$ cat src/pkg/stl_pkg.sv
// Purpose: Constants and carrier types for the SCSI test and data latch registers
// Assumes: 8-bit offsets, byte-wide registers except the 32-bit scratch word
// Notes: Offsets are byte addresses on the plain register port
package stl_pkg;
  // Register offsets
  localparam logic [7:0] ADR_TEST_ONE = 8'h4d;
  localparam logic [7:0] ADR_TEST_TWO = 8'h4e;
  localparam logic [7:0] ADR_TEST_THREE = 8'h4f;
  localparam logic [7:0] ADR_IN_LATCH = 8'h50;
  localparam logic [7:0] ADR_OUT_LATCH = 8'h54;
  localparam logic [7:0] ADR_LIVE_DATA = 8'h58;
  localparam logic [7:0] ADR_SCRATCH = 8'h5c;
  localparam logic [7:0] ADR_CTRL_AUX = 8'h60;
  localparam logic [7:0] ADR_STATUS_AUX = 8'h64;
  // Test register two fields
  localparam int B_OVERRIDE = 7;
  localparam int B_OFS_RESET = 6;
  localparam int B_LOOPBACK = 4;
  localparam int B_HIZ = 3;
  localparam int B_FILT_LONG = 1;
  localparam int B_BIT_LEVEL = 0;
  // Test register three fields
  localparam int B_ACT_NEG = 7;
  localparam int B_FIFO_RD = 6;
  localparam int B_CLK_HALT = 5;
  localparam int B_SINGLE_DIS = 4;
  localparam int B_TIMER_TEST = 2;
  localparam int B_FLUSH = 1;
  localparam int B_FIFO_WR = 0;
  // Test register one and auxiliary control fields
  localparam int B_CLK_SRC = 7;
  localparam int B_ASSERT_DATA = 0;
  // Writable masks (reserved bits read zero)
  localparam logic [7:0] MASK_TWO = 8'hdb;
  localparam logic [7:0] MASK_THREE = 8'hf7;
  localparam logic [7:0] RST_BYTE = 8'h00;
  localparam logic [31:0] RST_WORD = 32'h0000_0000;
  // Filter windows
  localparam int CLK_NS = 50;
  localparam int FILT_SHORT_NS = 30;
  localparam int FILT_LONG_NS = 60;
  localparam int FILT_SHORT_CYC = (FILT_SHORT_NS + CLK_NS - 1) / CLK_NS;
  localparam int FILT_LONG_CYC = (FILT_LONG_NS + CLK_NS - 1) / CLK_NS;
  // Host register port request
  typedef struct packed {
    logic [7:0] addr;
    logic [31:0] wdata;
    logic wr;
    logic rd;
  } stl_req_type;
  // Drive bundle for the SCSI data lines
  typedef struct packed {
    logic [7:0] data_o;
    logic [7:0] data_oe;
    logic parity_o;
    logic parity_oe;
  } stl_drive_type;
  typedef enum logic [1:0] {FLT_IDLE, FLT_HOLD} stl_filt_type;
endpackage

$ cat src/stl_regs.sv
// Purpose: SCSI test, data latch and scratch registers of the SCSI core
// Assumes: Host port strobes are one cycle; bus inputs synchronous to core_clk
// Notes: FIFO and offset counter are modelled in small form for the test paths
//
// Behaviour
// Clock source bit selects the DMA clock and ignores the external SCSI clock
// Software keeps clock source clear and board supplies fast external clock
// Override bit lets output latches drive all control and data lines
// Offset reset write clears the sync offset count, then self-clears
// Loopback bit makes the core act as initiator and target together
// High-impedance bit releases every open-drain bus driver
// Request and acknowledge deassert edges filtered; extend bit lengthens window; the code drops the filter while the clock halt bit is set
// Software keeps filter extend clear during fast transfers
// Bit-level mode blocks DMA and instruction execution
// Active negation drives lines high only during information transfer phases
// FIFO test read makes each output latch read unload one FIFO entry
// Clock halt stops the divided core clock without glitch
// Single-initiator disable ignores selections lacking an initiator ID
// Timer test shortens timeouts and starts all three timers
// Flush empties FIFO and clears latch full flags, then self-clears
// FIFO test write pushes each output latch write into the FIFO
// Input latch read checks parity and raises a parity error event
// Input latch holds received bus data and passes it on
// Output latch drives data lines only while assert data bit is set; the code also drives them while the override bit is set
// Live data register returns unlatched bus data inverted to active high
// Scratch word changes only on host or instruction writes
// Self-clearing command bits read back as zero
//
// Strobed register access was chosen for this implementation.
`timescale 1ns/100ps
`default_nettype none
module stl_regs #(
  parameter int FIFO_DEPTH = 8
) (
  input wire logic core_clk,
  input wire logic rst_b,
  input wire logic ext_scsi_clk,
  input wire logic dma_clk,
  input wire stl_pkg::stl_req_type req,
  output logic [31:0] rdata,
  input wire logic [7:0] bus_data_b_i,
  input wire logic bus_parity_b_i,
  input wire logic req_b_i,
  input wire logic ack_b_i,
  input wire logic info_phase,
  input wire logic rx_strobe,
  input wire logic [7:0] sel_ids,
  input wire logic [7:0] own_id,
  input wire logic instr_wr,
  input wire logic [31:0] instr_wdata,
  input wire logic [7:0] out_ctrl_latch,
  output stl_pkg::stl_drive_type drive,
  output logic [7:0] ctrl_o,
  output logic [7:0] ctrl_oe,
  output logic req_filt,
  output logic ack_filt,
  output logic clk_sel_dma,
  output logic core_clk_run,
  output logic initiator_en,
  output logic target_en,
  output logic dma_block,
  output logic timer_short,
  output logic timers_start,
  output logic sel_accept,
  output logic parity_err,
  output logic [7:0] host_fifo_byte,
  output logic host_fifo_push,
  output logic [3:0] sync_offset
);
  import stl_pkg::*;

  logic [7:0] two_q, three_q, one_q, in_latch_q, out_latch_q, aux_q;
  logic [31:0] scratch_q;
  logic in_par_q, in_full_q, out_full_q, halt_sync_q;
  logic [7:0] fifo_q [FIFO_DEPTH];
  logic [$clog2(FIFO_DEPTH):0] fifo_cnt_q;
  logic [$clog2(FIFO_DEPTH)-1:0] wp_q, rp_q;
  logic [1:0] req_cnt_q, ack_cnt_q;
  logic [1:0] filt_len;
  logic wr_two, wr_three, wr_out, rd_out, rd_in, fifo_pop, fifo_push;

  // Odd parity check over a byte and its parity bit
  function automatic logic par_bad(input logic [7:0] d, input logic p);
    par_bad = ~(^{d, p});
  endfunction

  // Deassert-edge glitch filter counter step
  function automatic logic [1:0] filt_step(input logic [1:0] c, input logic asserted,
                                           input logic [1:0] len);
    if (asserted) begin
      filt_step = 2'h0;
    end else if (c < len) begin
      filt_step = c + 2'h1;
    end else begin
      filt_step = c;
    end
  endfunction

  //////////////////////////////////////////////////////////////////////////////
  // Address decode
  always_comb begin
    wr_two = req.wr && (req.addr == ADR_TEST_TWO);
    wr_three = req.wr && (req.addr == ADR_TEST_THREE);
    wr_out = req.wr && (req.addr == ADR_OUT_LATCH);
    rd_out = req.rd && (req.addr == ADR_OUT_LATCH);
    rd_in = req.rd && (req.addr == ADR_IN_LATCH);
    fifo_pop = rd_out && three_q[B_FIFO_RD] && (fifo_cnt_q != '0);
    fifo_push = wr_out && three_q[B_FIFO_WR] && (fifo_cnt_q != FIFO_DEPTH[$clog2(FIFO_DEPTH):0]);
    filt_len = three_q[B_CLK_HALT] ? 2'h0 :
      (two_q[B_FILT_LONG] ? FILT_LONG_CYC[1:0] : FILT_SHORT_CYC[1:0]);
  end

  //////////////////////////////////////////////////////////////////////////////
  // Test registers; command bits pulse once and read back zero
  always_ff @(posedge core_clk or negedge rst_b) begin
    if (!rst_b) begin
      two_q <= RST_BYTE;
      three_q <= RST_BYTE;
      one_q <= RST_BYTE;
      aux_q <= RST_BYTE;
    end else begin
      if (wr_two) begin
        two_q <= req.wdata[7:0] & MASK_TWO;
      end else begin
        two_q[B_OFS_RESET] <= 1'b0;
      end
      if (wr_three) begin
        three_q <= req.wdata[7:0] & MASK_THREE;
      end else begin
        three_q[B_FLUSH] <= 1'b0;
      end
      if (req.wr && req.addr == ADR_TEST_ONE) begin
        one_q <= {req.wdata[B_CLK_SRC], 7'h00};
      end
      if (req.wr && req.addr == ADR_CTRL_AUX) begin
        aux_q <= {7'h00, req.wdata[B_ASSERT_DATA]};
      end
    end
  end

  //////////////////////////////////////////////////////////////////////////////
  // Scratch word
  always_ff @(posedge core_clk or negedge rst_b) begin
    if (!rst_b) begin
      scratch_q <= RST_WORD;
    end else if (req.wr && req.addr == ADR_SCRATCH) begin
      scratch_q <= req.wdata;
    end else if (instr_wr) begin
      scratch_q <= instr_wdata;
    end
  end

  //////////////////////////////////////////////////////////////////////////////
  // Input and output latches with their full flags
  always_ff @(posedge core_clk or negedge rst_b) begin
    if (!rst_b) begin
      in_latch_q <= RST_BYTE;
      in_par_q <= 1'b0;
      in_full_q <= 1'b0;
      out_latch_q <= RST_BYTE;
      out_full_q <= 1'b0;
    end else begin
      if (rx_strobe) begin
        in_latch_q <= ~bus_data_b_i;
        in_par_q <= ~bus_parity_b_i;
        in_full_q <= 1'b1;
      end else if (three_q[B_FLUSH] || rd_in) begin
        in_full_q <= 1'b0;
      end
      if (wr_out) begin
        out_latch_q <= req.wdata[7:0];
        out_full_q <= 1'b1;
      end else if (three_q[B_FLUSH]) begin
        out_full_q <= 1'b0;
      end
    end
  end

  //////////////////////////////////////////////////////////////////////////////
  // SCSI FIFO test path
  always_ff @(posedge core_clk) begin
    if (fifo_push) begin
      fifo_q[wp_q] <= req.wdata[7:0];
    end
  end

  always_ff @(posedge core_clk or negedge rst_b) begin
    if (!rst_b) begin
      wp_q <= '0;
      rp_q <= '0;
      fifo_cnt_q <= '0;
    end else if (three_q[B_FLUSH]) begin
      wp_q <= '0;
      rp_q <= '0;
      fifo_cnt_q <= '0;
    end else begin
      if (fifo_push) begin
        wp_q <= wp_q + 1'b1;
      end
      if (fifo_pop) begin
        rp_q <= rp_q + 1'b1;
      end
      fifo_cnt_q <= fifo_cnt_q + {{$clog2(FIFO_DEPTH){1'b0}}, fifo_push}
        - {{$clog2(FIFO_DEPTH){1'b0}}, fifo_pop};
    end
  end

  //////////////////////////////////////////////////////////////////////////////
  // Synchronous offset counter: counts request edges, cleared by offset reset
  always_ff @(posedge core_clk or negedge rst_b) begin
    if (!rst_b) begin
      sync_offset <= 4'h0;
    end else if (two_q[B_OFS_RESET]) begin
      sync_offset <= 4'h0;
    end else if (!req_b_i && !req_filt && sync_offset != 4'hf) begin
      sync_offset <= sync_offset + 4'h1;
    end else if (!ack_b_i && !ack_filt && sync_offset != 4'h0) begin
      sync_offset <= sync_offset - 4'h1;
    end
  end

  //////////////////////////////////////////////////////////////////////////////
  // Request and acknowledge filters: assertion passes at once, deassertion waits unless the clock halt bit is set
  always_ff @(posedge core_clk or negedge rst_b) begin
    if (!rst_b) begin
      req_cnt_q <= 2'h0;
      ack_cnt_q <= 2'h0;
      req_filt <= 1'b0;
      ack_filt <= 1'b0;
    end else begin
      req_cnt_q <= filt_step(req_cnt_q, !req_b_i, filt_len);
      ack_cnt_q <= filt_step(ack_cnt_q, !ack_b_i, filt_len);
      req_filt <= !req_b_i || (req_filt && req_cnt_q < filt_len);
      ack_filt <= !ack_b_i || (ack_filt && ack_cnt_q < filt_len);
    end
  end

  //////////////////////////////////////////////////////////////////////////////
  // Clock control: halt request passes through a flop before gating
  always_ff @(posedge core_clk or negedge rst_b) begin
    if (!rst_b) begin
      halt_sync_q <= 1'b0;
      core_clk_run <= 1'b1;
      clk_sel_dma <= 1'b0;
    end else begin
      halt_sync_q <= three_q[B_CLK_HALT];
      core_clk_run <= !halt_sync_q;
      clk_sel_dma <= one_q[B_CLK_SRC];
    end
  end

  //////////////////////////////////////////////////////////////////////////////
  // Mode outputs, selection filter, parity check
  always_ff @(posedge core_clk or negedge rst_b) begin
    if (!rst_b) begin
      initiator_en <= 1'b0;
      target_en <= 1'b0;
      dma_block <= 1'b0;
      timer_short <= 1'b0;
      timers_start <= 1'b0;
      sel_accept <= 1'b0;
      parity_err <= 1'b0;
      host_fifo_byte <= RST_BYTE;
      host_fifo_push <= 1'b0;
    end else begin
      initiator_en <= two_q[B_LOOPBACK] || !two_q[B_OVERRIDE];
      target_en <= two_q[B_LOOPBACK] || two_q[B_OVERRIDE];
      dma_block <= two_q[B_BIT_LEVEL];
      timer_short <= three_q[B_TIMER_TEST];
      timers_start <= wr_three && req.wdata[B_TIMER_TEST];
      sel_accept <= ((sel_ids & own_id) != 8'h00) &&
        (!three_q[B_SINGLE_DIS] || ((sel_ids & ~own_id) != 8'h00));
      parity_err <= rd_in && par_bad(in_latch_q, in_par_q);
      host_fifo_byte <= in_latch_q;
      host_fifo_push <= rx_strobe;
    end
  end

  //////////////////////////////////////////////////////////////////////////////
  // Bus drivers: open drain asserts low; active negation drives high in phases
  always_ff @(posedge core_clk or negedge rst_b) begin
    if (!rst_b) begin
      drive <= '0;
      ctrl_o <= RST_BYTE;
      ctrl_oe <= RST_BYTE;
    end else if (two_q[B_HIZ]) begin
      drive <= '0;
      ctrl_o <= RST_BYTE;
      ctrl_oe <= RST_BYTE;
    end else begin
      drive.data_o <= ~out_latch_q;
      drive.parity_o <= ^out_latch_q;
      if (aux_q[B_ASSERT_DATA] || two_q[B_OVERRIDE]) begin
        drive.data_oe <= (three_q[B_ACT_NEG] && info_phase) ? 8'hff : out_latch_q;
        drive.parity_oe <= (three_q[B_ACT_NEG] && info_phase) || !(^out_latch_q);
      end else begin
        drive.data_oe <= RST_BYTE;
        drive.parity_oe <= 1'b0;
      end
      ctrl_o <= ~out_ctrl_latch;
      ctrl_oe <= two_q[B_OVERRIDE] ? out_ctrl_latch : RST_BYTE;
    end
  end

  //////////////////////////////////////////////////////////////////////////////
  // Read data, one cycle after the read strobe
  always_ff @(posedge core_clk or negedge rst_b) begin
    if (!rst_b) begin
      rdata <= RST_WORD;
    end else if (!req.rd) begin
      rdata <= RST_WORD;
    end else if (req.addr == ADR_TEST_ONE) begin
      rdata <= {24'h000000, one_q};
    end else if (req.addr == ADR_TEST_TWO) begin
      rdata <= {24'h000000, two_q};
    end else if (req.addr == ADR_TEST_THREE) begin
      rdata <= {24'h000000, three_q};
    end else if (req.addr == ADR_IN_LATCH) begin
      rdata <= {24'h000000, in_latch_q};
    end else if (req.addr == ADR_OUT_LATCH) begin
      rdata <= {24'h000000, three_q[B_FIFO_RD] ? fifo_q[rp_q] : out_latch_q};
    end else if (req.addr == ADR_LIVE_DATA) begin
      rdata <= {24'h000000, ~bus_data_b_i};
    end else if (req.addr == ADR_SCRATCH) begin
      rdata <= scratch_q;
    end else if (req.addr == ADR_CTRL_AUX) begin
      rdata <= {24'h000000, aux_q};
    end else if (req.addr == ADR_STATUS_AUX) begin
      rdata <= {24'h000000, fifo_cnt_q[3:0] & 4'hf, 1'b0, out_full_q, in_full_q, core_clk_run};
    end else begin
      rdata <= RST_WORD;
    end
  end

  // ext_scsi_clk and dma_clk are only routed by the clock select downstream
  logic unused_clks;
  assign unused_clks = ext_scsi_clk ^ dma_clk;
endmodule
`default_nettype wire

$ cat config.mk
export PLATFORM = sky130hd
export DESIGN_NAME = stl_regs
export DESIGN_NICKNAME = d
export VERILOG_FILES = /design/src/pkg/stl_pkg.sv /design/src/stl_regs.sv
export SDC_FILE = /design/constraint.sdc
export NUM_CORES = 1
export LEC_CHECK = 0
export ABC_CLOCK_PERIOD_IN_PS = 3300
export BUFFER_PORTS_ARGS = -buffer_cell sky130_fd_sc_hd__buf_2
export CAP_MARGIN = 30
export CORE_ASPECT_RATIO = 0.7
export CORE_UTILIZATION = 59
export CTS_CLUSTER_DIAMETER = 100
export DETAILED_ROUTE_END_ITERATION = 10
export PLACE_DENSITY = 0.85
export SLEW_MARGIN = 0
export SYNTH_ARGS = -nofsm -noshare
export SYNTH_HDL_FRONTEND = slang
export SYNTH_SLANG_ARGS = --single-unit
export TNS_END_PERCENT = 30
$ cat constraint.sdc
create_clock -name core_clk -period 3.3 [get_ports core_clk]
set_input_delay 0.66 -clock core_clk [delete_from_list [all_inputs] [get_ports core_clk]]
set_output_delay 0.66 -clock core_clk [all_outputs]
set_load 0.005 [all_outputs]
==> results_dict.tcl, run 1 <==
set metrics [dict create \
    grt_max_degree 79 \
    async_flop_share 0.728 \
    final_max_slew_viol_count 0 \
    grt_pass1_wl_um 36000 \
    ys.flop_type "dfrtp_1" \
    row_count 39 \
    clk_path_buf_depth 3 \
    final_cells 1213 \
    place_hpwl_um 16400 \
    p_per_area_nw_per_um2 556 \
    synth_area_leaders "dfrtp_1 42%, edfxtp_1 19%, mux2i_1 4.4%" \
    slew_headroom 0.356 \
    post_cts_buffers 0 \
    ir_drop_mv 0.322 \
    synth_top_family_by_area "simple AND/OR/NAND/NOR gates" \
    clkSlewWorstSetupHoldPaths_ns 0.06 \
    multi_input_area_um2 3510 \
    n_fill_cell 1114 \
    ys_seq_elements 235 \
    finalHoldViolCount 0 \
    cts_buffers 22 \
    track_usage 0.271 \
    critPathMaxFanout 17 \
    first_pass_iters 5 \
    drv_cap 0 \
    synthesis.nets 895 \
    swShare 0.238 \
    yosysMostFrequentCell "dfrtp_1" \
    regToRegSetupSlack_ns 0.82 \
    period_needed_ns 2.48 \
    clkPwrFrac 0.381 \
    setup_tns_ns 0 \
    finalNetCount 1102 \
    cts_tree "yes" \
    finalCritPeriodShare 0.752 \
    worst_ep_arrival_time_ns 2.85 \
    start_util 0.609 \
    area_growth_pct 19.6 \
    combPwrFrac 0.125 \
    fin_skew_ns 0.00826 \
    synth_cell_types 59 \
    fmax_mhz 403 \
    seqPwrFrac 0.495 \
    synthMuxAreaShare 0.102 \
    netlist_area_um2 10000 \
    critPathKind "reg2reg" \
    port_buffers 203 \
    cts_root_buf "clkbuf_16" \
    io_pins 206 \
    reg2regPathDepth 8 \
    drc 0 \
    yosys_warnings 0 \
    rsz0062_at_grt "no" \
    cts.sinks 235 \
    cts_hold_buf 0 \
    synthSimpleGateAreaFrac 0.112 \
    syn-instance-count 765 \
    finalWirelength_um 23100 \
    htreeDepth 1 \
    critPathRequiredTime_ns 3.67 \
    antenna_found_initial 2 \
    finalSetupViolations 0 \
    drive_gt1_frac 0.334 \
    dp.cells 1173 \
    overflow 0 \
    tightestPinTransition_ns 0.966 \
    place_congestion 0.907 \
    synth_edf_count 64 \
    p_int_uw 5090 \
    viasPerCell 5.66 \
    register_area_um2 6200 \
    synth_xor_area_frac 0.0235 \
    dieWidth_um 158 \
    syn_area_per_cell_um2 13.1 \
    r2r_start "three_q[6]" \
    clock_latency_ns 0.50 \
    yosysTopAreaCellShare 0.424 \
    start_kind "register" \
    p_switching_uw 1590 \
    synthAdderAreaFrac 0.0189 \
    synthTopCellsByCount "170 x dfrtp_1, 64 x edfxtp_1, 59 x nand2_1" \
    synth.yosys.seq_area_share 0.618 \
    endpoint_kind "register" \
    grt_pass1_vias 6657 \
    postRouteAntennaNets 0 \
    cts_resized 0 \
    wl_per_cell_um 19.1 \
    die_area_um2 17600 \
    dr.first_iter.drc_count 697 \
    die_h_um 111 \
    hold_class "in2async" \
    p_leak_uw 0.00552 \
    outcome "finished clean" \
    dpl-instance-area_um2 11300 \
    synth_top_area_cell "dfrtp_1" \
    num_vias 6864 \
    fp.coreArea_um2 16500 \
    rr_endpoint "fifo_cnt_q[1]" \
    synth-compound-area-share 0.0933 \
    finalInstanceArea_um2 12000 \
]
## area by class of cell
cell class                      count  share of cell area
Antenna cell                        1            0.000208
Inverter                           28             0.00875
Tap cell                          225              0.0234
Multi-Input combinational cell    466               0.292
Clock buffer                       28              0.0503
Timing Repair Buffer              219              0.0982
Clock inverter                     11              0.0106
Sequential cell                   235               0.516
## placed cells by master, fill, tap and decap left out, types with 3 or more instances in the layout
| cell type | Yosys | final |
|---|---|---|
| buf_2 | 7 | 202 |
| dfrtp_1 | 170 | 170 |
| edfxtp_1 | 64 | 64 |
| nand2_1 | 59 | 59 |
| nor2_1 | 50 | 50 |
| mux2i_1 | 44 | 44 |
| and2_1 | 42 | 42 |
| inv_1 | 28 | 28 |
| o21ai_2 | 28 | 28 |
| a21oi_1 | 27 | 27 |
| clkbuf_16 | 0 | 23 |
| mux2_2 | 20 | 20 |
| xnor2_1 | 18 | 18 |
| mux4_2 | 16 | 16 |
| nand2b_1 | 14 | 14 |
| buf_4 | 0 | 13 |
| nor2b_1 | 12 | 12 |
| ha_1 | 12 | 12 |
| and3_1 | 11 | 11 |
| a22oi_1 | 10 | 10 |
| o21a_1 | 9 | 9 |
| o21ai_0 | 9 | 9 |
| xor2_1 | 9 | 9 |
| nand3_1 | 7 | 7 |
| o22a_1 | 7 | 7 |
| o211ai_1 | 7 | 7 |
| o221ai_1 | 5 | 5 |
| nor3_1 | 4 | 4 |
| or2_2 | 4 | 4 |
| a221oi_1 | 4 | 4 |
| a21o_1 | 4 | 4 |
| clkbuf_1 | 16 | 4 |
| clkinv_2 | 0 | 4 |
| o221a_2 | 3 | 3 |
| bufinv_16 | 0 | 3 |
| buf_12 | 0 | 3 |
## kinds of logic (layout without fill, tap and decap cells)
logic type,Yosys count,after routing
AOI/OAI and AO/OA,127,127
adders and majority gates,14,14
and+or+nand+nor,218,218
xor gates and xnor gates,27,27
DFF,235,235
muxes,80,80
other,0,1
buffers and inverters,64,286
## power by group through the flow
stage	Clock (uW)	Sequential, uW	Combinational, uW
finish	2550	3310	832
global route	2730	3320	948
CTS	2580	3300	839
detailed placement	0	3360	831
global placement	0	3350	800
floorplan	0	3320	514
## worst max-delay path: stages (launching register included)
cell and delay (ns):
dfrtp_1 0.72, nand2_1 0.11, a21oi_1 0.21, nor2b_1 0.25
ha_1 0.27, inv_1 0.07, ha_1 0.19, fa_1 0.41
nor2b_1 0.14
## worst max-delay path by stage
| stage | cells after the start | end | slack, ns | start |
|---|---|---|---|---|
| 2_1_floorplan | 11 | fifo_cnt_q[2] | 0.63 | req[39] |
| 3_3_place_gp | 11 | fifo_cnt_q[2] | 0.43 | req[39] |
| 3_5_place_dp | 11 | fifo_cnt_q[2] | 0.39 | req[39] |
| 4_1_cts | 8 | fifo_cnt_q[1] | 0.86 | three_q[6] |
| 5_1_grt | 8 | fifo_cnt_q[1] | 0.64 | three_q[6] |
| 6_report | 8 | fifo_cnt_q[1] | 0.82 | three_q[6] |
## flip-flops by register name, summed over array words and instances, names as in the netlist, 2 cells and up
signal,count
out_latch_q,8
sync_offset,4
scratch_q,32
ctrl_o,8
rp_q,3
drive,18
rdata,32
req_cnt_q,2
in_latch_q,8
fifo_q,64
two_q,6
host_fifo_byte,8
fifo_cnt_q,4
three_q,7
wp_q,3
ack_cnt_q,2
ctrl_oe,8
## routing by layer
metal,vias up,global-route usage,share of wire
li1,3135,-,-
met1,3330,0.387,0.42
met2,349,0.423,0.46
met3,48,0.0571,0.093
met4,2,0.0769,0.022
met5,-,0,0.00052
## metrics by stage
stage,total power [uW],utilization,worst slack (ns),hold WS [ns]
finish,6680,0.729,0.817,0.194
CTS,6730,0.728,0.862,0.216
detailed placement,4190,0.684,0.391,0.363
floorplan,3840,-,0.634,0.337
global placement,4150,0.684,0.428,0.341
global route,7000,0.729,0.642,0.239
No activity file was read; power rests on OpenSTA's default activity.
==> run 2: changes to the inputs <==
--- a/config.mk
+++ b/config.mk
@@ -5,14 +5,14 @@
 export SDC_FILE = /design/constraint.sdc
 export NUM_CORES = 1
 export LEC_CHECK = 0
-export ABC_CLOCK_PERIOD_IN_PS = 3300
+export ABC_CLOCK_PERIOD_IN_PS = 2000
 export BUFFER_PORTS_ARGS = -buffer_cell sky130_fd_sc_hd__buf_2
 export CAP_MARGIN = 30
 export CORE_ASPECT_RATIO = 0.7
-export CORE_UTILIZATION = 59
+export CORE_UTILIZATION = 50
 export CTS_CLUSTER_DIAMETER = 100
 export DETAILED_ROUTE_END_ITERATION = 10
-export PLACE_DENSITY = 0.85
+export PLACE_DENSITY = 0.77
 export SLEW_MARGIN = 0
 export SYNTH_ARGS = -nofsm -noshare
 export SYNTH_HDL_FRONTEND = slang
==> constraint.sdc (replaced) <==
create_clock -name core_clk -period 2 [get_ports core_clk]
set_input_delay 0.4 -clock core_clk [delete_from_list [all_inputs] [get_ports core_clk]]
set_output_delay 0.4 -clock core_clk [all_outputs]
set_load 0.005 [all_outputs]
==> results_dict.tcl, run 2 (synthesized netlist as in run 1, its figures left out) <==
set metrics [dict create \
    holdPathStages 2 \
    violations "setup timing" \
    slew_headroom 0.652 \
    die_area_um2 20700 \
    finalCritPeriodShare 1.04 \
    p_per_area_nw_per_um2 908 \
    start_util 0.521 \
    min-delay-start "out_ctrl_latch[5]" \
    crit_chain "inv_2, ha_2, nand2_2, and3_4, inv_4, ha_4, inv_2, ha_4, fa_2, nor2b_1" \
    worst_ep_arrival_time_ns 2.53 \
    cp_top_family "adder cells" \
    worst_hold_path.endpoint "ctrl_o[5]" \
    place_congestion 0.934 \
    final_cell_mix "202 x buf_2, 170 x dfrtp_1, 70 x buf_4" \
    cp.depth 10 \
    critPathKind "reg2reg" \
    overflow 0 \
    num_vias 7073 \
    drive_gt1_frac 0.394 \
    finalNetCount 1166 \
    grt_pass1_wl_um 38100 \
    cts_tree "yes" \
    first_pass_iters 6 \
    dr.first_iter.drc_count 665 \
    dieWidth_um 171 \
    io_pins 206 \
    finalHoldViolCount 0 \
    clk_path_buf_depth 3 \
    worst-path-buf-inv 3 \
    final_common_cell "buf_2" \
    area_growth_pct 27.2 \
    slowest_delay_ns 0.51 \
    finalInstanceArea_um2 12800 \
    dpl-instance-area_um2 11900 \
    finalWirelength_um 24700 \
    cts_root_buf "clkbuf_16" \
    p_leak_uw 0.00588 \
    row_count 42 \
    endpoint_kind "register" \
    grt_max_degree 55 \
    dp.cells 1266 \
    timing.final.ws_setup_ns -0.0880 \
    outcome "finished with violations" \
    final_cells 1317 \
    tightestPinTransition_ns 0.520 \
    wl_per_cell_um 18.7 \
    n_fill_cell 1415 \
    viasPerCell 5.37 \
    critPathRequiredTime_ns 2.44 \
    fmax_mhz 479 \
    preCtsSetupSlack_ns -0.410 \
    critPathMaxFanout 3 \
    start_kind "register" \
    fp.coreArea_um2 19300 \
    r2r_start "fifo_cnt_q[2]" \
    final_max_slew_viol_count 0 \
    regMostFlops "fifo_q" \
    rsz0062_at_grt "yes" \
    drv_cap 0 \
    antenna_found_initial 3 \
    regToRegSetupSlack_ns -0.09 \
    rr_endpoint "fifo_cnt_q[1]" \
    final_util 0.663 \
    fin_skew_ns 0.0189 \
    die_h_um 121 \
    port_buffers 203 \
    reg.largest.list "fifo_q x64, rdata x32, scratch_q x32" \
    htreeDepth 1 \
    postRouteAntennaNets 0 \
    period_needed_ns 2.09 \
    finalSetupViolations 3 \
    cts.sinks 235 \
    track_usage 0.246 \
    ir_drop_mv 0.517 \
    largest_reg_flops 64 \
    cts_buffers 23 \
    place_hpwl_um 17800 \
    reg2regPathDepth 10 \
    drc 0 \
    hold_class "in2reg" \
    clock_latency_ns 0.51 \
    grt_pass1_vias 6905 \
    clkSlewWorstSetupHoldPaths_ns 0.07 \
    crit_slowest_cell "fa_2" \
]
## run 2: report_power, final
group / leakage, uW / switching (uW) / total, uW / internal [uW]
combinational: 0.00276 / 804 / 1660 / 851
sequential: 0.00274 / 224 / 5450 / 5220
clock: 0.000385 / 1780 / 4500 / 2720
## run 2: repair_timing
item,4_1_cts,5_1_grt
hold endpoints to repair,25,0
setup endpoints to repair,3,4
cloned,0,0
buffers inserted,4,4
hold buffers,1,0
pin swaps,3,8
gates resized for setup,3,10
## run 2: metal layers
| metal | vias to the layer above | share of wire | track usage |
|---|---|---|---|
| met4 | 2 | 0.028 | 0.0731 |
| met5 | - | 0.00053 | 0 |
| li1 | 3261 | - | - |
| met1 | 3451 | 0.44 | 0.351 |
| met3 | 61 | 0.080 | 0.0612 |
| met2 | 298 | 0.45 | 0.374 |
## run 2: layout make-up
type	count	area, um^2	area share
clock buffers	30	622	0.0487
diodes	1	2.50	0.000196
flip-flops and latches	235	6200	0.485
repair buffers	282	1720	0.134
inverters	28	110	0.00862
multi-input cells	466	3620	0.284
clock inverters	11	168	0.0131
well taps	264	330	0.0259
## run 2: worst max-delay path by stage
stage                        startpoint  slack, ns            end
final                     fifo_cnt_q[2]      -0.09  fifo_cnt_q[1]
after global routing      fifo_cnt_q[2]      -0.15  fifo_cnt_q[1]
after CTS                 fifo_cnt_q[3]      -0.05  fifo_cnt_q[1]
after detailed placement        req[41]      -0.41  fifo_cnt_q[1]
after global placement          req[41]      -0.38  fifo_cnt_q[1]
after floorplan                 req[41]      -0.29  fifo_cnt_q[1]
## run 2: per-stage QoR
| stage | hold WS (ns) | setup TNS [ns] | power [uW] |
|---|---|---|---|
| floorplan | 0.104 | -4.13 | 6340 |
| global placement | 0.291 | -6.96 | 6980 |
| detailed placement | 0.290 | -9.21 | 7040 |
| CTS | 0.0369 | -0.0738 | 11600 |
| global route | 0.0468 | -0.344 | 12100 |
| finish | 0.0562 | -0.113 | 11600 |
==> run 3: changes to the inputs <==
==> constraint.sdc (replaced) <==
create_clock -name core_clk -period 2 [get_ports core_clk]
set_input_delay 0.2 -clock core_clk [delete_from_list [all_inputs] [get_ports core_clk]]
set_output_delay 0.2 -clock core_clk [all_outputs]
set_load 0.005 [all_outputs]
==> results_dict.tcl, run 3 (synthesized netlist as in run 1, its figures left out) <==
set metrics [dict create \
    finalNetCount 1229 \
    cts.sinks 235 \
    finalHoldViolCount 0 \
    endpoint_kind "register" \
    n_fill_cell 1312 \
    slew_headroom 0.619 \
    antenna_found_initial 1 \
    violations "setup timing" \
    dp.cells 1261 \
    clk_path_buf_depth 3 \
    grt_max_degree 60 \
    regToRegSetupSlack_ns -0.05 \
    drc 0 \
    drv_cap 0 \
    drive_gt1_frac 0.362 \
    finalSetupViolations 2 \
    period_needed_ns 2.05 \
    final_max_slew_viol_count 0 \
    grt_pass1_vias 7739 \
    start_kind "register" \
    p_per_area_nw_per_um2 853 \
    final_cells 1380 \
    overflow 0 \
    p_leak_uw 0.00611 \
    fp.coreArea_um2 19300 \
    dieWidth_um 171 \
    reg2regPathDepth 10 \
    tightestPinTransition_ns 0.570 \
    io_pins 206 \
    r2r_start "fifo_cnt_q[2]" \
    final_common_cell "buf_2" \
    setup_tns_ns -0.0708 \
    ir_drop_mv 0.575 \
    timing.final.ws_setup_ns -0.0504 \
    rsz0062_at_grt "yes" \
    row_count 42 \
    critPathMaxFanout 3 \
    reg.largest.list "fifo_q x64, rdata x32, scratch_q x32" \
    critPathRequiredTime_ns 2.43 \
    track_usage 0.265 \
    regMostFlops "fifo_q" \
    hold_ws_ns 0.00922 \
    finalWirelength_um 26200 \
    viasPerCell 5.38 \
    postRouteAntennaNets 0 \
    worst_ep_arrival_time_ns 2.48 \
    place_hpwl_um 17100 \
    fmax_mhz 488 \
    finalInstanceArea_um2 13300 \
    hold_class "in2reg" \
    die_h_um 121 \
    final_util 0.692 \
    fin_skew_ns 0.0119 \
    multi_input_area_um2 3600 \
    num_vias 7429 \
    dpl-instance-area_um2 11800 \
    die_area_um2 20700 \
    place_congestion 0.888 \
    htreeDepth 1 \
    crit_path_end "fifo_cnt_q[1]" \
    port_buffers 203 \
    clock_latency_ns 0.50 \
    outcome "finished with violations" \
    wl_per_cell_um 19.0 \
    cts_tree "yes" \
    grt_pass1_wl_um 41500 \
    start_util 0.521 \
    rr_endpoint "fifo_cnt_q[1]" \
    critPathKind "reg2reg" \
    largest_reg_flops 64 \
    cts_root_buf "clkbuf_16" \
    final_cell_mix "202 x buf_2, 170 x dfrtp_1, 73 x dlygate4sd3_1" \
    dr.first_iter.drc_count 679 \
    clkSlewWorstSetupHoldPaths_ns 0.07 \
    cts_buffers 22 \
    finalCritPeriodShare 1.03 \
    startpoint "fifo_cnt_q[2]" \
    area_growth_pct 32.8 \
    first_pass_iters 5 \
    register_area_um2 6200 \
]
==> run 3: changes by cell type in the layout (fill, tap and decap cells not counted), moves of 2 or more <==
cell | before | now
bufinv_16 | 4 | 1
buf_12 | 8 | 6
a21oi_2 | 1 | 3
clkbuf_8 | 2 | 6
buf_4 | 70 | 64
clkinv_2 | 4 | 1
dlygate4sd3_1 | 1 | 73
==> run 3: final cells by class <==
class                      instances  share of cell area
clock inverter                     4             0.00385
timing repair buffer             346               0.176
sequential                       235               0.465
clock buffer                      36              0.0516
inverter                          28             0.00825
antenna                            1            0.000188
tap                              264              0.0248
multi-input combinational        466               0.270
==> run 3: how the worst min path moves through the flow <==
stage	from	end	cells after the start
global placement	rst_b	sync_offset[0]	1
floorplan	rst_b	ack_cnt_q[0]	0
global route	instr_wdata[3]	scratch_q[3]	3
finish	instr_wdata[0]	scratch_q[0]	3
CTS	instr_wdata[3]	scratch_q[3]	3
detailed placement	rst_b	sel_accept	1
==> run 3: metal layers <==
layer  up-vias  global-route usage  wire length (um)
met4         0              0.0670               595
met1      3692               0.362             11300
met2       297               0.435             12500
li1       3390                   -                 -
met5         -                   0                 0
met3        50              0.0520              1820
==> run 3: critical path: stages (launching register included) <==
cell and delay, ns:
dfrtp_1 0.36, inv_2 0.05, ha_2 0.18, nand2_2 0.06, and3_4 0.20, inv_4 0.05
ha_4 0.26, inv_2 0.04, ha_4 0.15, fa_2 0.52, nor2b_1 0.11
==> run 3: timing repair <==
item / CTS / global route
endpoints found under the hold margin: 231 / 0
pin swaps: 1 / 6
resized for setup: 5 / 5
hold buffers: 73 / 0
buffers inserted: 2 / 3
setup endpoints to repair: 3 / 4
==> run 3: stage by stage <==
| step | worst slack [ns] | total power [uW] |
|---|---|---|
| floorplan | -0.0880 | 6340 |
| global placement | -0.191 | 6960 |
| detailed placement | -0.224 | 7030 |
| CTS | -0.0316 | 11400 |
| global route | -0.113 | 11900 |
| finish | -0.0504 | 11400 |
==> run 3: where the power goes <==
group / leakage [uW] / internal (uW) / switching [uW]
clock network: 0.000361 / 2480 / 1730
registers: 0.00274 / 5220 / 209
logic: 0.00302 / 905 / 834
total: 0.00611 / 8610 / 2770
